===== config.mk =====
export PLATFORM = sky130hd
export DESIGN_NAME = xpid_regs
export DESIGN_NICKNAME = d
export VERILOG_FILES = /design/src/xpid_pkg.sv /design/src/xpid_sfr_decode.sv /design/src/xpid_xaddr.sv /design/src/xpid_regs.sv
export SDC_FILE = /design/constraint.sdc
export NUM_CORES = 1
export LEC_CHECK = 0
export ABC_AREA = 1
export CAP_MARGIN = 20
export CORE_ASPECT_RATIO = 1.5
export CORE_MARGIN = 3
export CORE_UTILIZATION = 42
export DETAILED_ROUTE_END_ITERATION = 8
export DONT_BUFFER_PORTS = 1
export HOLD_SLACK_MARGIN = 0.02
export SLEW_MARGIN = 10
export SYNTH_ARGS = -nofsm -noshare
export SYNTH_HDL_FRONTEND = slang
export SYNTH_SLANG_ARGS = --single-unit

===== constraint.sdc =====
create_clock -name i_core_clk -period 2.35 [get_ports i_core_clk]
set_input_delay 0.235 -clock i_core_clk [delete_from_list [all_inputs] [get_ports i_core_clk]]
set_output_delay 0.235 -clock i_core_clk [all_outputs]
set_load 0.02 [all_outputs]

===== src/xpid_pkg.sv =====
// Constants and carriers for the XRAM page select and device identity bank.
// Assumes a core that issues byte-wide special-function register accesses.
package xpid_pkg;

  // ==========================================================================
  // Register addresses and pages
  localparam logic [7:0] XPID_ADDR_PAGE_SEL = 8'hAA;
  localparam logic [7:0] XPID_ADDR_DERIV_SER0 = 8'hAB;
  localparam logic [7:0] XPID_ADDR_REV_SER1 = 8'hAC;
  localparam logic [7:0] XPID_ADDR_SER2 = 8'hAD;
  localparam logic [7:0] XPID_ADDR_SER3 = 8'hAE;
  localparam logic [7:0] XPID_PAGE_BASE = 8'h00;
  localparam logic [7:0] XPID_PAGE_ALT = 8'h0F;

  // ==========================================================================
  // Field layout and reset values
  localparam int XPID_PAGE_FIELD_LSB = 0;
  localparam int XPID_PAGE_FIELD_W = 2;
  localparam logic [1:0] XPID_PAGE_FIELD_RST = 2'h0;
  localparam int XPID_XADDR_W = 16;
  localparam int XPID_XRAM_IDX_W = 10;
  localparam logic [7:0] XPID_RD_DEFAULT = 8'h00;

  // ==========================================================================
  // Carriers
  typedef struct packed {
    logic       rd;
    logic       wr;
    logic [7:0] addr;
    logic [7:0] page;
    logic [7:0] wdata;
  } xpid_sfr_req_t;

  typedef struct packed {
    logic        req;
    logic        wide;
    logic [15:0] dptr;
    logic [7:0]  low;
  } xpid_xmove_t;

endpackage


===== src/xpid_sfr_decode.sv =====
// Decodes a paged register access into one-hot register selects.
// Assumes the request is stable for the cycle in which it is presented.
`timescale 1ns/100ps
`default_nettype none
module xpid_sfr_decode
  import xpid_pkg::*;
(
  input wire xpid_sfr_req_t i_req,
  output logic o_sel_page,
  output logic o_sel_deriv,
  output logic o_sel_rev,
  output logic [3:0] o_sel_sn
);
  logic pg0;
  logic pgf;

  always_comb
  begin
    pg0 = (i_req.page == XPID_PAGE_BASE);
    pgf = (i_req.page == XPID_PAGE_ALT);
    o_sel_page = (i_req.addr == XPID_ADDR_PAGE_SEL);
    o_sel_deriv = pg0 && (i_req.addr == XPID_ADDR_DERIV_SER0);
    o_sel_rev = pg0 && (i_req.addr == XPID_ADDR_REV_SER1);
    o_sel_sn[0] = pgf && (i_req.addr == XPID_ADDR_DERIV_SER0);
    o_sel_sn[1] = pgf && (i_req.addr == XPID_ADDR_REV_SER1);
    o_sel_sn[2] = pgf && (i_req.addr == XPID_ADDR_SER2);
    o_sel_sn[3] = pgf && (i_req.addr == XPID_ADDR_SER3);
  end
endmodule
`default_nettype wire


===== src/xpid_xaddr.sv =====
// Forms the XRAM index of an external data move.
// Assumes the page select value comes from a register on the same clock.
`timescale 1ns/100ps
`default_nettype none
module xpid_xaddr
  import xpid_pkg::*;
(
  input wire xpid_xmove_t i_move,
  input wire logic [1:0] i_page_sel,
  output logic [15:0] o_full_addr,
  output logic [9:0] o_index
);
  always_comb
  begin
    if (i_move.wide)
    begin
      o_full_addr = i_move.dptr;
    end
    else
    begin
      o_full_addr = {6'h00, i_page_sel, i_move.low};
    end
    o_index = o_full_addr[XPID_XRAM_IDX_W-1:0];
  end
endmodule
`default_nettype wire


===== src/xpid_regs.sv =====
// Register bank: XRAM page select, derivative and revision codes, serial number.
// Assumes the core presents rd/wr pulses with address and register page.
`timescale 1ns/100ps
`default_nettype none

module xpid_regs
  import xpid_pkg::*;
#(
  parameter logic [7:0] DERIV_CODE = 8'h5A, // Arbitrary value
  parameter logic [7:0] REV_CODE = 8'h3C, // Arbitrary value
  parameter logic [31:0] SERIAL_NUM = 32'h1234_5678 // Arbitrary value
)
(
  input wire logic i_core_clk,
  input wire logic i_rstn,
  input wire xpid_sfr_req_t i_sfr,
  output logic [7:0] o_rdata,
  output logic o_hit,
  input wire xpid_xmove_t i_move,
  output logic [15:0] o_xaddr,
  output logic [9:0] o_xram_index,
  output logic o_xram_req
);

  // ==========================================================================
  // Elaboration checks on the shared layout constants
  if (XPID_PAGE_FIELD_LSB + XPID_PAGE_FIELD_W > 8)
  begin : g_chk_field
    $error("page field does not fit in a register byte");
  end
  if (XPID_PAGE_FIELD_W + 8 > XPID_XADDR_W)
  begin : g_chk_xaddr
    $error("page field and low byte exceed the move address");
  end
  if (XPID_XRAM_IDX_W > XPID_XADDR_W)
  begin : g_chk_idx_hi
    $error("XRAM index wider than the move address");
  end
  if (XPID_XRAM_IDX_W < XPID_PAGE_FIELD_W + 8)
  begin : g_chk_idx_lo
    $error("XRAM index too narrow for every page");
  end

  // ==========================================================================
  // Decode
  logic sel_page;
  logic sel_deriv;
  logic sel_rev;
  logic [3:0] sel_sn;

  xpid_sfr_decode u_dec
  (
    .i_req(i_sfr),
    .o_sel_page(sel_page),
    .o_sel_deriv(sel_deriv),
    .o_sel_rev(sel_rev),
    .o_sel_sn(sel_sn)
  );

  // ==========================================================================
  // Access qualifiers
  logic wr_page;
  logic [3:0] wr_sn;
  logic rd_any;

  // Page select decodes on every register page; the rest only on pages 0 and F
  always_comb
  begin
    wr_page = i_sfr.wr && sel_page;
    wr_sn = i_sfr.wr ? sel_sn : 4'h0;
    rd_any = i_sfr.rd && (sel_page || sel_deriv || sel_rev || (|sel_sn));
  end

  // ==========================================================================
  // Page select and serial storage
  logic [1:0] page_field_q;
  logic [1:0] page_field_d;
  logic [7:0] sn_q [4];
  logic [7:0] sn_d [4];
  logic [3:0] sn_load_q;
  logic [3:0] sn_load_d;

  always_comb
  begin
    page_field_d = page_field_q;
    // Upper data bits are dropped here, so they can never read back
    if (wr_page)
    begin
      page_field_d = i_sfr.wdata[XPID_PAGE_FIELD_LSB +: XPID_PAGE_FIELD_W];
    end
  end

  always_ff @(posedge i_core_clk or negedge i_rstn)
  begin
    if (!i_rstn)
    begin
      page_field_q <= XPID_PAGE_FIELD_RST;
    end
    else
    begin
      page_field_q <= page_field_d;
    end
  end

  // Factory value loads once after reset release; firmware may overwrite it
  genvar g;
  generate
    for (g = 0; g < 4; g++)
    begin : g_sn
      always_comb
      begin
        sn_d[g] = sn_q[g];
        sn_load_d[g] = 1'b1;
        if (!sn_load_q[g])
        begin
          sn_d[g] = SERIAL_NUM[8*g +: 8];
        end
        else if (wr_sn[g])
        begin
          sn_d[g] = i_sfr.wdata;
        end
      end

      always_ff @(posedge i_core_clk or negedge i_rstn)
      begin
        if (!i_rstn)
        begin
          sn_q[g] <= 8'h00;
          sn_load_q[g] <= 1'b0;
        end
        else
        begin
          sn_q[g] <= sn_d[g];
          sn_load_q[g] <= sn_load_d[g];
        end
      end
    end
  endgenerate

  // ==========================================================================
  // Read data, registered
  logic [7:0] rdata_d;
  logic [7:0] rdata_q;
  logic hit_d;
  logic hit_q;

  // Unmapped address or page reads zero with no hit
  // A write to the page field in the same cycle is seen only by the next read
  always_comb
  begin
    rdata_d = XPID_RD_DEFAULT;
    hit_d = 1'b0;
    if (i_sfr.rd)
    begin
      hit_d = rd_any;
      if (sel_page)
      begin
        rdata_d = {6'h00, page_field_q};
      end
      else if (sel_deriv)
      begin
        rdata_d = DERIV_CODE;
      end
      else if (sel_rev)
      begin
        rdata_d = REV_CODE;
      end
      else if (sel_sn[0])
      begin
        rdata_d = sn_q[0];
      end
      else if (sel_sn[1])
      begin
        rdata_d = sn_q[1];
      end
      else if (sel_sn[2])
      begin
        rdata_d = sn_q[2];
      end
      else if (sel_sn[3])
      begin
        rdata_d = sn_q[3];
      end
    end
  end

  always_ff @(posedge i_core_clk or negedge i_rstn)
  begin
    if (!i_rstn)
    begin
      rdata_q <= XPID_RD_DEFAULT;
      hit_q <= 1'b0;
    end
    else
    begin
      rdata_q <= rdata_d;
      hit_q <= hit_d;
    end
  end

  assign o_rdata = rdata_q;
  assign o_hit = hit_q;

  // ==========================================================================
  // External data move address, registered
  logic [15:0] xaddr_c;
  logic [9:0] xidx_c;
  logic [15:0] xaddr_q;
  logic [15:0] xaddr_d;
  logic [9:0] xidx_q;
  logic [9:0] xidx_d;
  logic xreq_q;
  logic xreq_d;

  xpid_xaddr u_xa
  (
    .i_move(i_move),
    .i_page_sel(page_field_q),
    .o_full_addr(xaddr_c),
    .o_index(xidx_c)
  );

  // Address outputs hold between moves so the XRAM port sees no idle changes
  always_comb
  begin
    xaddr_d = xaddr_q;
    xidx_d = xidx_q;
    xreq_d = i_move.req;
    if (i_move.req)
    begin
      xaddr_d = xaddr_c;
      xidx_d = xidx_c;
    end
  end

  always_ff @(posedge i_core_clk or negedge i_rstn)
  begin
    if (!i_rstn)
    begin
      xaddr_q <= 16'h0000;
      xidx_q <= 10'h000;
      xreq_q <= 1'b0;
    end
    else
    begin
      xaddr_q <= xaddr_d;
      xidx_q <= xidx_d;
      xreq_q <= xreq_d;
    end
  end

  assign o_xaddr = xaddr_q;
  assign o_xram_index = xidx_q;
  assign o_xram_req = xreq_q;

endmodule
`default_nettype wire


==> run summary, run 1 <==
Status = finished clean
Post-DP HPWL = 5354 µm
Fmax = 701.7 MHz
Cells after synthesis = 380
# diodes = 0
FP Rows = 37
FF+latch count, synth = 61
Netlist Area Pre-Place = 3074 µm²
Worst reg2reg setup slack = 0.96 ns
CTS buffer count = 9
Maxcap violations = 0
Worst vdd ir = 375.4 µV
Worst path bufs/invs = 3
H-tree levels = 3
Async SR Flop Fraction = 1.000
Hold crit path type = input port to flop
Leakage = 1.563 nW
Top delay family on crit path = simple AND/OR/NAND/NOR gates
Design Area, Final = 3301 µm²
Fillers = 681
Die area = 8403 µm²
Post-synth top area cell = dfrtp_1
Post-synthesis cell type count = 26
Crit path capture type = flop
IO Port Bufs = 0
CP cell instances = nor2_1, nand2_1, inv_1, nand3_1, inv_2, nand2_1, nand2_1, inv_2, nand2_1, o21ai_1
Total power = 2.319 mW
Wirelength per Cell = 15.61 µm
Worst r2r src = sn_load_q[3]$_DFF_PN0_
DR vias/cell = 5.204
Uppermost layer routed = met4
FF-to-FF path depth = 3
Initial core utilization = 0.4398
Clock sinks = 61
Antenna violations before repair = 0
Hold Fails Final Rpt = 0
Slowest Stage Delay on Critical Path = 0.37 ns
Syn Nets = 434
DRC = 0
Main flop type after synthesis = dfrtp_1
Root buf cell = clkbuf_8
Yosys warns = 0
Maximum fanout along the worst path = 15
Top cells by count, synth = nand2_1, dfrtp_1, inv_1
Cts repair resizes = 0
Req. time, crit path = 2.55 ns
Reg clk slew, reported paths = 0.07 ns
Worst-skew pair later-pin latency = 0.34 ns
Largest net degree at the start of global routing = 62
Post-synth top area share = 0.4965
Final ANT Viol Nets = 0
DIE WIDTH = 75.86 µm
# setup viols final = 0
CTS Buffer Depth = 2
Critical path origin = i_sfr[20]
Max Slew Vio Count = 0
Tightest Pin Transition = 0.5689 ns
Sequential area share after synthesis = 0.4965
I/O pin count = 90
TNS Setup = 0 ns
Post-Syn Area per Cell = 8.090 µm²
Worst Hold End = o_xaddr[7]$_DFFE_PN0P_
CTS tree = done
RSZ-0062 raised after global routing = false
First-pass GRT wire length = 11470 µm
Core Area = 6990 µm²
Endpoint of the most critical register-to-register path = sn_q[28]$_DFFE_PN0P_
Detailed Routing Iterations Pass 1 = 4
CP Launch Type = input port
Wire length on met2 = 3647 µm
Post-CTS setup buffer count = 0
Cell mode on critical path = nand2_1
Synth top area cells = dfrtp_1, nand2_1, o21ai_2
Min-delay src = i_move[24]
Vias = 2472
Slowest stage cell, crit path = nand3_1
Share of cells above drive strength 1 = 0.1296
Gr usage total = 0.1815
Placed instance area = 3042 µm²
Layout Skew = 0.009241 ns
Final WL = 7417 µm
WP data arrival = 1.63 ns
Area delta synth->final = 7.367%
Final Net Count = 427
Hold depth = 2
Height of the die = 110.8 µm
Global route overflow = 0
GPL Wtd Cong = 0.9158
Iteration-0 DRC count of the detailed router = 84
Fin crit share = 0.6064
Routed met3 length = 615 µm
DRT met1 WL = 2856 µm
Vias in the first global route = 2424
WS Path Type = input port to flop
Most common cell in the synthesized netlist = nand2_1
EDFF count, synth = 0
Pwr per Cell Area = 702.5 nW/µm²
Worst hold slack = 0.03522 ns
Slew headroom = 0.6195
Final Critical Period = 1.425 ns
==> worst max-delay path by stage <==
stage / endpoint / slack [ns] / cells after the start
2_1_floorplan: sn_q[30]$_DFFE_PN0P_ / 1.02 / 11
3_3_place_gp: o_rdata[7]$_DFF_PN0_ / 0.70 / 9
3_5_place_dp: sn_q[29]$_DFFE_PN0P_ / 0.62 / 10
4_1_cts: sn_q[28]$_DFFE_PN0P_ / 0.96 / 3
5_1_grt: sn_q[29]$_DFFE_PN0P_ / 0.78 / 10
6_report: sn_q[28]$_DFFE_PN0P_ / 0.92 / 10
==> layout by cell type (no fill, tap or decap), drive strengths merged <==
cell and n:
nor2 31, buf 3, a21oi 9, conb 1, dlygate4sd3 4, nand4 13, dfrtp 61, a31oi 12
clkbuf 11, nand2 112, nor3 3, inv 39, mux2 1, bufinv 1, nand3 22, clkinv 5
and2 1, o21ai 49
==> stage by stage <==
step                cells  setup slack [ns]    util
finish                475            0.9250  0.4722
global placement      454            0.6988  0.4351
CTS                   475            0.9561  0.4722
floorplan             380             1.018       -
global route          475            0.7795  0.4722
detailed placement    454            0.6194  0.4351
==> worst register-to-register path, delay by kind of cell, from the launching register on <==
family | cells | cell delay (ns)
AO/OA/AOI/OAI | 1 | 0.12
AND/OR/NAND/NOR | 1 | 0.30
flip-flops | 1 | 0.61
buffers and inverters | 1 | 0.23
==> layer usage <==
layer	GRT usage	vias up
met5	0	-
met4	0.08985	0
met3	0.05898	25
met2	0.3049	128
met1	0.1955	1108
li1	-	1211
==> state kept, by name, indices dropped and copies added, names as in the netlist <==
register,count
sn_q,32
o_xaddr,16
o_rdata,8
page_field_q,2
o_hit,1
o_xram_req,1
sn_load_q,1
==> power breakdown <==
| part | total, mW | internal, mW | switching (mW) |
|---|---|---|---|
| Sequential | 1.23 | 1.12 | 0.111 |
| Combinational | 0.183 | 0.0646 | 0.118 |
| Clock | 0.903 | 0.511 | 0.391 |
| Total | 2.32 | 1.70 | 0.620 |
==> cell families after synthesis <==
logic type | share of synthesized area
compound gates | 0.1372
buf+inv | 0.1038
flops | 0.4965
mux | 0.003663
other cells | 0.001220
simple gates | 0.2576
==> cell type report <==
type	count	area, µm²	share of cell area
inverters	40	150.1	0.04549
clock inverters	5	50.05	0.01516
repair buffers	7	82.58	0.02502
multi-input cells	254	1229	0.3723
well taps	97	121.4	0.03677
clock buffers	11	141.4	0.04284
flip-flops and latches	61	1526	0.4625
==> what timing repair did <==
| item | in CTS | in global routing |
|---|---|---|
| hold buffers | 5 | 0 |
| endpoints found under the setup margin | 0 | 0 |
| endpoints found under the hold margin | 81 | 0 |
Power figures use the tool's default switching activity.
==> run 2, diff against run 1 <==
--- a/config.mk
+++ b/config.mk
@@ -5,7 +5,7 @@
 export SDC_FILE = /design/constraint.sdc
 export NUM_CORES = 1
 export LEC_CHECK = 0
-export ABC_AREA = 1
+export ABC_AREA = 0
 export CAP_MARGIN = 20
 export CORE_ASPECT_RATIO = 1.5
 export CORE_MARGIN = 3
==> constraint.sdc (replaced) <==
create_clock -name i_core_clk -period 1.2 [get_ports i_core_clk]
set_input_delay 0.12 -clock i_core_clk [delete_from_list [all_inputs] [get_ports i_core_clk]]
set_output_delay 0.12 -clock i_core_clk [all_outputs]
set_load 0.02 [all_outputs]
==> run summary, run 2 <==
CP cell instances = or4_4, nor4_4, buf_12, o21ai_1, a22o_1, a31oi_1
Fmax = 742.0 MHz
DRC = 0 (unchanged)
Sequential area share after synthesis = 0.5019 (+0.005311)
Top cells by count, synth = dfrtp_1, nand2_1, nand3_1
# diodes = 0 (unchanged)
Final Net Count = 420 (-1.6%)
H-tree levels = 3 (unchanged)
Slowest stage cell, crit path = or4_4
Netlist Area Pre-Place = 3042 µm² (-1.1%)
Leakage = 1.809 nW (+16%)
Worst r2r src = sn_q[16]$_DFFE_PN0P_
Status = finished, violations left
Post-Syn Area per Cell = 9.876 µm² (+22%)
Pwr per Cell Area = 1105 nW/µm² (+57%)
Main flop type after synthesis = dfrtp_1
Tightest Pin Transition = 0.8989 ns (+0.3299 ns)
Failing checks = negative hold slack, negative setup slack
Hold Fails Final Rpt = 61 (+61)
Most frequent cells in the layout = dfrtp_1, nand2_1, dlygate4sd3_1
Fin crit share = 1.123
Post-synth top area share = 0.5019 (+0.005311)
I/O pin count = 90 (unchanged)
Initial core utilization = 0.4380 (-0.001753)
DR vias/cell = 5.459 (+4.9%)
Worst-skew pair later-pin latency = 0.35 ns (about the same)
Gr usage total = 0.2027 (+0.02116)
Most common cell in the synthesized netlist = dfrtp_1
Total power = 4.429 mW (+91%)
Reg clk slew, reported paths = 0.07 ns (about the same)
FF+latch count, synth = 61 (unchanged)
Height of the die = 110.2 µm (-0.50%)
Share of cells above drive strength 1 = 0.2426 (+0.1130)
Root buf cell = clkbuf_8
CP Launch Type = input port
Slew headroom = 0.4008 (-0.2187)
Final Critical Period = 1.348 ns
Critical path origin = i_sfr[13]
WS Path Type = input port to flop
Req. time, crit path = 1.45 ns (-1.10 ns)
Maxcap violations = 0 (unchanged)
Largest net degree at the start of global routing = 62 (unchanged)
Placed instance area = 3287 µm² (+8.1%)
Cells after synthesis = 308 (-19%)
Crit path capture type = flop
Largest register FFs = 32 (unchanged)
DIE WIDTH = 75.49 µm (-0.49%)
Die area = 8320 µm² (-0.99%)
Maximum fanout along the worst path = 9 (-6)
Post-synth top area cell = dfrtp_1
RSZ-0062 raised after global routing = true
GPL Wtd Cong = 0.8239 (-10%)
Most common cell after layout, fill and taps aside = dfrtp_1
Worst setup margin = -0.1476 ns (-1.073 ns)
EDFF count, synth = 0 (unchanged)
IO Port Bufs = 0 (unchanged)
Antenna violations before repair = 0 (unchanged)
WP data arrival = 1.60 ns (-0.03 ns)
Async SR Flop Fraction = 1.000 (unchanged)
Final WL = 8281 µm (+12%)
CTS Buffer Depth = 2 (unchanged)
Largest Register = sn_q
Worst hold slack = -0.5340 ns (-0.5693 ns)
Yosys warns = 0 (unchanged)
Detailed Routing Iterations Pass 1 = 4 (unchanged)
Post-DP HPWL = 5330 µm (-0.45%)
CTS buffer count = 9 (unchanged)
First-pass GRT wire length = 12230 µm (+6.6%)
Pre-CTS WS = -0.4989 ns (-1.118 ns)
Post-synthesis cell type count = 46 (+77%)
Iteration-0 DRC count of the detailed router = 141 (+68%)
Synth top area cells = dfrtp_1, nand2_1, mux2i_1
Vias = 2451 (-0.85%)
FP Rows = 37 (unchanged)
Clock sinks = 61 (unchanged)
Max Slew Vio Count = 0 (unchanged)
Vias in the first global route = 2484 (+2.5%)
Core Area = 6944 µm² (-0.66%)
Syn Nets = 362 (-17%)
Global route overflow = 0 (unchanged)
Area delta synth->final = 31.80%
Wirelength per Cell = 18.44 µm (+18%)
Layout Skew = 0.006208 ns (-0.003034 ns)
Slowest Stage Delay on Critical Path = 0.62 ns (+0.25 ns)
Design Area, Final = 4009 µm² (+21%)
Final ANT Viol Nets = 0 (unchanged)
Worst vdd ir = 610.3 µV (+63%)
# setup viols final = 31 (+31)
CTS tree = done
Hold crit path type = input port to asynchronous set/reset pin
==> run 2: cell types whose count changed after synthesis, sizes merged, moves of 8 or more <==
cell / previous run / this run
a21boi: 0 / 15
inv: 39 / 7
o21ai: 49 / 14
nor2: 31 / 13
a31oi: 12 / 4
mux2i: 0 / 20
nand2: 112 / 64
nand4: 13 / 1
==> run 2: cell type report <==
type / count / area, µm²
Sequential cell: 61 / 1526
Multi-Input combinational cell: 214 / 1449
Inverter: 7 / 26.28
Clock buffer: 12 / 145.1
Tap cell: 78 / 97.59
Clock inverter: 4 / 47.55
Timing Repair Buffer: 73 / 716.9
Fill cell: 567 / 2935
==> run 2: what timing repair did <==
action,in CTS,in global routing
setup buffers,4,4
resized for setup,7,24
hold endpoints to repair,118,65
gates cloned,0,0
pin swaps,3,19
hold buffers,35,4
setup endpoints to repair,28,56
==> run 2: per-layer routing <==
metal,global-route usage,vias up,share of wire
met2,0.3782,80,0.54
met5,0,-,0
li1,-,1190,-
met1,0.2025,1168,0.39
met4,0.1138,0,0.024
met3,0.03630,13,0.051
==> run 2: cells by family (layout without fill, tap and decap cells) <==
kind of cell | count (synthesis) | after routing | synth area share
buf+inv | 33 | 96 | 0.06211
compound gates | 60 | 60 | 0.1378
other cells | 1 | 1 | 0.001233
flops | 61 | 61 | 0.5018
mux | 24 | 24 | 0.08062
simple gates | 129 | 129 | 0.2164
==> run 2: power by group <==
part / switching, mW / internal (mW) / total, mW
sequential: 0.141 / 2.11 / 2.25
combinational: 0.188 / 0.190 / 0.379
clock: 0.787 / 1.01 / 1.80
total: 1.12 / 3.31 / 4.43
==> run 2: metrics by stage <==
stage                     std cells  TNS [ns]  hold slack [ns]    util
after detailed placement        388    -17.70          -0.1743  0.4733
after global routing            449    -4.256          -0.5594  0.5773
final                           449    -1.917          -0.5340  0.5773
after CTS                       443    -2.746          -0.5509  0.5593
after global placement          388    -17.00          -0.1741  0.4733
after floorplan                 308    -15.51          -0.1756       -
==> run 2: final timing paths <==
kind | to | slack (ns) | cells past startpoint
setup / recovery | o_rdata[4]$_DFF_PN0_ | -0.15 | 6
hold / removal | sn_q[19]$_DFFE_PN0P_ | -0.53 | 0
setup reg to reg | o_rdata[0]$_DFF_PN0_ | 0.04 | 3
hold reg to reg | sn_q[27]$_DFFE_PN0P_ | 0.50 | 2
max in group asynchronous | o_xaddr[5]$_DFFE_PN0P_ | 1.64 | 0
min in group i_core_clk | o_xaddr[2]$_DFFE_PN0P_ | 0.01 | 2
==> run 2: critical path, delay by kind of cell <==
family                 cells  cell delay, ns
and+or+nand+nor            2            0.84
AOI/OAI and AO/OA          3            0.47
buffers and inverters      1            0.16
==> run 3, diff against run 2 <==
--- a/config.mk
+++ b/config.mk
@@ -5,7 +5,7 @@
 export SDC_FILE = /design/constraint.sdc
 export NUM_CORES = 1
 export LEC_CHECK = 0
-export ABC_AREA = 0
+export ABC_AREA = 1
 export CAP_MARGIN = 20
 export CORE_ASPECT_RATIO = 1.5
 export CORE_MARGIN = 3
==> run summary, run 3 (same netlist as run 1, synthesis figures left out) <==
Status = finished, violations left
Failing checks = negative hold slack
DR vias/cell = 5.033 (-7.8%)
Pwr per Cell Area = 1203 nW/µm² (+8.9%)
Die area = 8403 µm² (+1.0%)
GPL Wtd Cong = 0.8196 (-0.52%)
Largest register FFs = 32 (unchanged)
Initial core utilization = 0.4398 (+0.001753)
Antenna violations before repair = 0 (unchanged)
I/O pin count = 90 (unchanged)
Psw = 1.229 mW (+10%)
Root buf cell = clkbuf_8
Clock sinks = 61 (unchanged)
Area of the multi-input gates = 1236 µm² (-15%)
Slowest stage cell, crit path = dlygate4sd3_1
Detailed Routing Iterations Pass 1 = 4 (unchanged)
Wirelength per Cell = 15.02 µm (-19%)
Clock share of power = 0.385 (-0.021)
Max Slew Vio Count = 0 (unchanged)
Req. time, crit path = 1.42 ns (-0.03 ns)
Final Critical Period = 1.184 ns (-0.1635 ns)
CP cell instances = nor2_1, a31oi_1, dlygate4sd3_1
CTS buffer count = 9 (unchanged)
Maxcap violations = 0 (unchanged)
Worst hold slack = -0.5235 ns (+0.01052 ns)
IO Port Bufs = 0 (unchanged)
Worst reg2reg setup slack = 0.02 ns (-0.02 ns)
First-pass GRT wire length = 12430 µm (+1.7%)
Most common cell after layout, fill and taps aside = nand2_1
FF-to-FF path depth = 3 (unchanged)
Final Net Count = 496 (+18%)
Largest Register = sn_q
Final ANT Viol Nets = 0 (unchanged)
Share of cells above drive strength 1 = 0.1951 (-0.04752)
Tightest Pin Transition = 0.7461 ns (-0.1528 ns)
Worst r2r src = o_xaddr[0]$_DFFE_PN0P_
Maximum fanout along the worst path = 2 (-7)
WP data arrival = 1.40 ns (-0.20 ns)
DIE WIDTH = 75.86 µm (+0.49%)
Slowest Stage Delay on Critical Path = 0.55 ns (-0.07 ns)
Fmax = 844.5 MHz (+14%)
Top delay family on crit path = buffers and inverters
Iteration-0 DRC count of the detailed router = 82 (-42%)
Most frequent cells in the layout = nand2_1, dfrtp_1, buf_4
Vias = 2733 (+12%)
Register area = 1526 µm² (unchanged)
Gr usage total = 0.1943 (-0.008443)
# setup viols final = 0 (-100%)
Final WL = 8158 µm (-1.5%)
Largest net degree at the start of global routing = 62 (unchanged)
Fillers = 644 (+14%)
Combinational power share = 0.128 (+0.043)
Sw Ratio = 0.2595 (+0.007208)
WS Path Type = flop to flop
Core Area = 6990 µm² (+0.67%)
Reg clk slew, reported paths = 0.07 ns (about the same)
Worst vdd ir = 619.2 µV (+1.4%)
Worst-skew pair later-pin latency = 0.34 ns (about the same)
H-tree levels = 3 (unchanged)
Pint = 3.508 mW (+5.9%)
Height of the die = 110.8 µm (+0.50%)
Sequential group share of total power = 0.487 (-0.022)
CP Launch Type = flop
Vias in the first global route = 2721 (+9.5%)
Endpoint of the most critical register-to-register path = o_xaddr[0]$_DFFE_PN0P_
Total power = 4.737 mW (+6.9%)
Leakage = 1.887 nW (+4.3%)
Hold crit path type = input port to asynchronous set/reset pin
CTS Buffer Depth = 2 (unchanged)
DRC = 0 (unchanged)
Slew headroom = 0.5026 (+0.1019)
FP Rows = 37 (unchanged)
Area delta synth->final = 28.04%
# diodes = 0 (unchanged)
Fin crit share = 0.9868 (-0.1363)
Layout Skew = 0.009040 ns (+0.002832 ns)
Hold Fails Final Rpt = 61 (unchanged)
Post-DP HPWL = 5658 µm (+6.2%)
Global route overflow = 0 (unchanged)
Post-CTS setup buffer count = 0 (-4)
Worst path bufs/invs = 1 (unchanged)
CTS tree = done
Crit path capture type = flop
run 3: cell count changes in the layout (fill, tap and decap cells not counted), sizes merged, moves of 4 or more:
cell | before | now
nor2b | 5 | 0
a31oi | 4 | 12
a21boi | 15 | 0
nand4 | 1 | 13
o21ai | 14 | 49
nand2 | 64 | 112
buf | 36 | 40
mux2i | 20 | 0
nor2 | 13 | 31
a22o | 5 | 0
inv | 7 | 39
nor4 | 6 | 0
run 3: worst max path at each step:
stage,from,endpoint,cells past startpoint
floorplan,i_sfr[15],sn_q[30]$_DFFE_PN0P_,11
global placement,i_sfr[13],o_rdata[4]$_DFF_PN0_,8
detailed placement,i_sfr[13],sn_q[16]$_DFFE_PN0P_,9
CTS,o_xaddr[3]$_DFFE_PN0P_,o_xaddr[3]$_DFFE_PN0P_,3
global route,o_xaddr[0]$_DFFE_PN0P_,o_xaddr[0]$_DFFE_PN0P_,3
finish,o_xaddr[0]$_DFFE_PN0P_,o_xaddr[0]$_DFFE_PN0P_,3
run 3: per-stage QoR:
step / TNS [ns] / area [µm²] / utilization / setup slack (ns) / std cells
floorplan: 0 / 3075 / - / 0.009941 / 380
global placement: -3.733 / 3364 / 0.4813 / -0.1527 / 492
detailed placement: -4.147 / 3364 / 0.4813 / -0.1562 / 492
CTS: 0 / 3866 / 0.5531 / 0.02360 / 537
global route: -0.03235 / 3936 / 0.5631 / -0.03235 / 543
finish: 0 / 3936 / 0.5631 / 0.01590 / 543
run 3: area by class of cell:
type / instances / share of cell area
sequential: 61 / 0.3878
multi-input combinational: 254 / 0.3141
timing repair buffer: 76 / 0.1780
inverter: 40 / 0.03878
clock buffer: 11 / 0.03846
tap: 97 / 0.03083
clock inverter: 4 / 0.01208
run 3: routing by layer:
metal  GRT usage  wire [µm]  vias up  share of wire
met5           0          0        -              0
met4     0.09918        266        0          0.033
met3     0.05263        560       22          0.069
met2      0.3352       4197      102           0.51
met1      0.2053       3134     1260           0.38
li1            -          -     1349              -
run 3: power by group through the flow:
stage	Clock (mW)	Sequential, mW	Combinational, mW
3_5_place_dp	0	2.34	0.477
3_3_place_gp	0	2.34	0.467
2_1_floorplan	0	2.37	0.370
5_1_grt	1.98	2.32	0.676
4_1_cts	1.88	2.30	0.590
6_report	1.82	2.31	0.608
run 3: what timing repair did:
item | CTS | global route
hold endpoints to repair | 107 | 65
pin swaps | 0 | 3
hold buffers | 30 | 10
endpoints found under the setup margin | 4 | 20
gates resized for setup | 1 | 3
cloned | 0 | 0
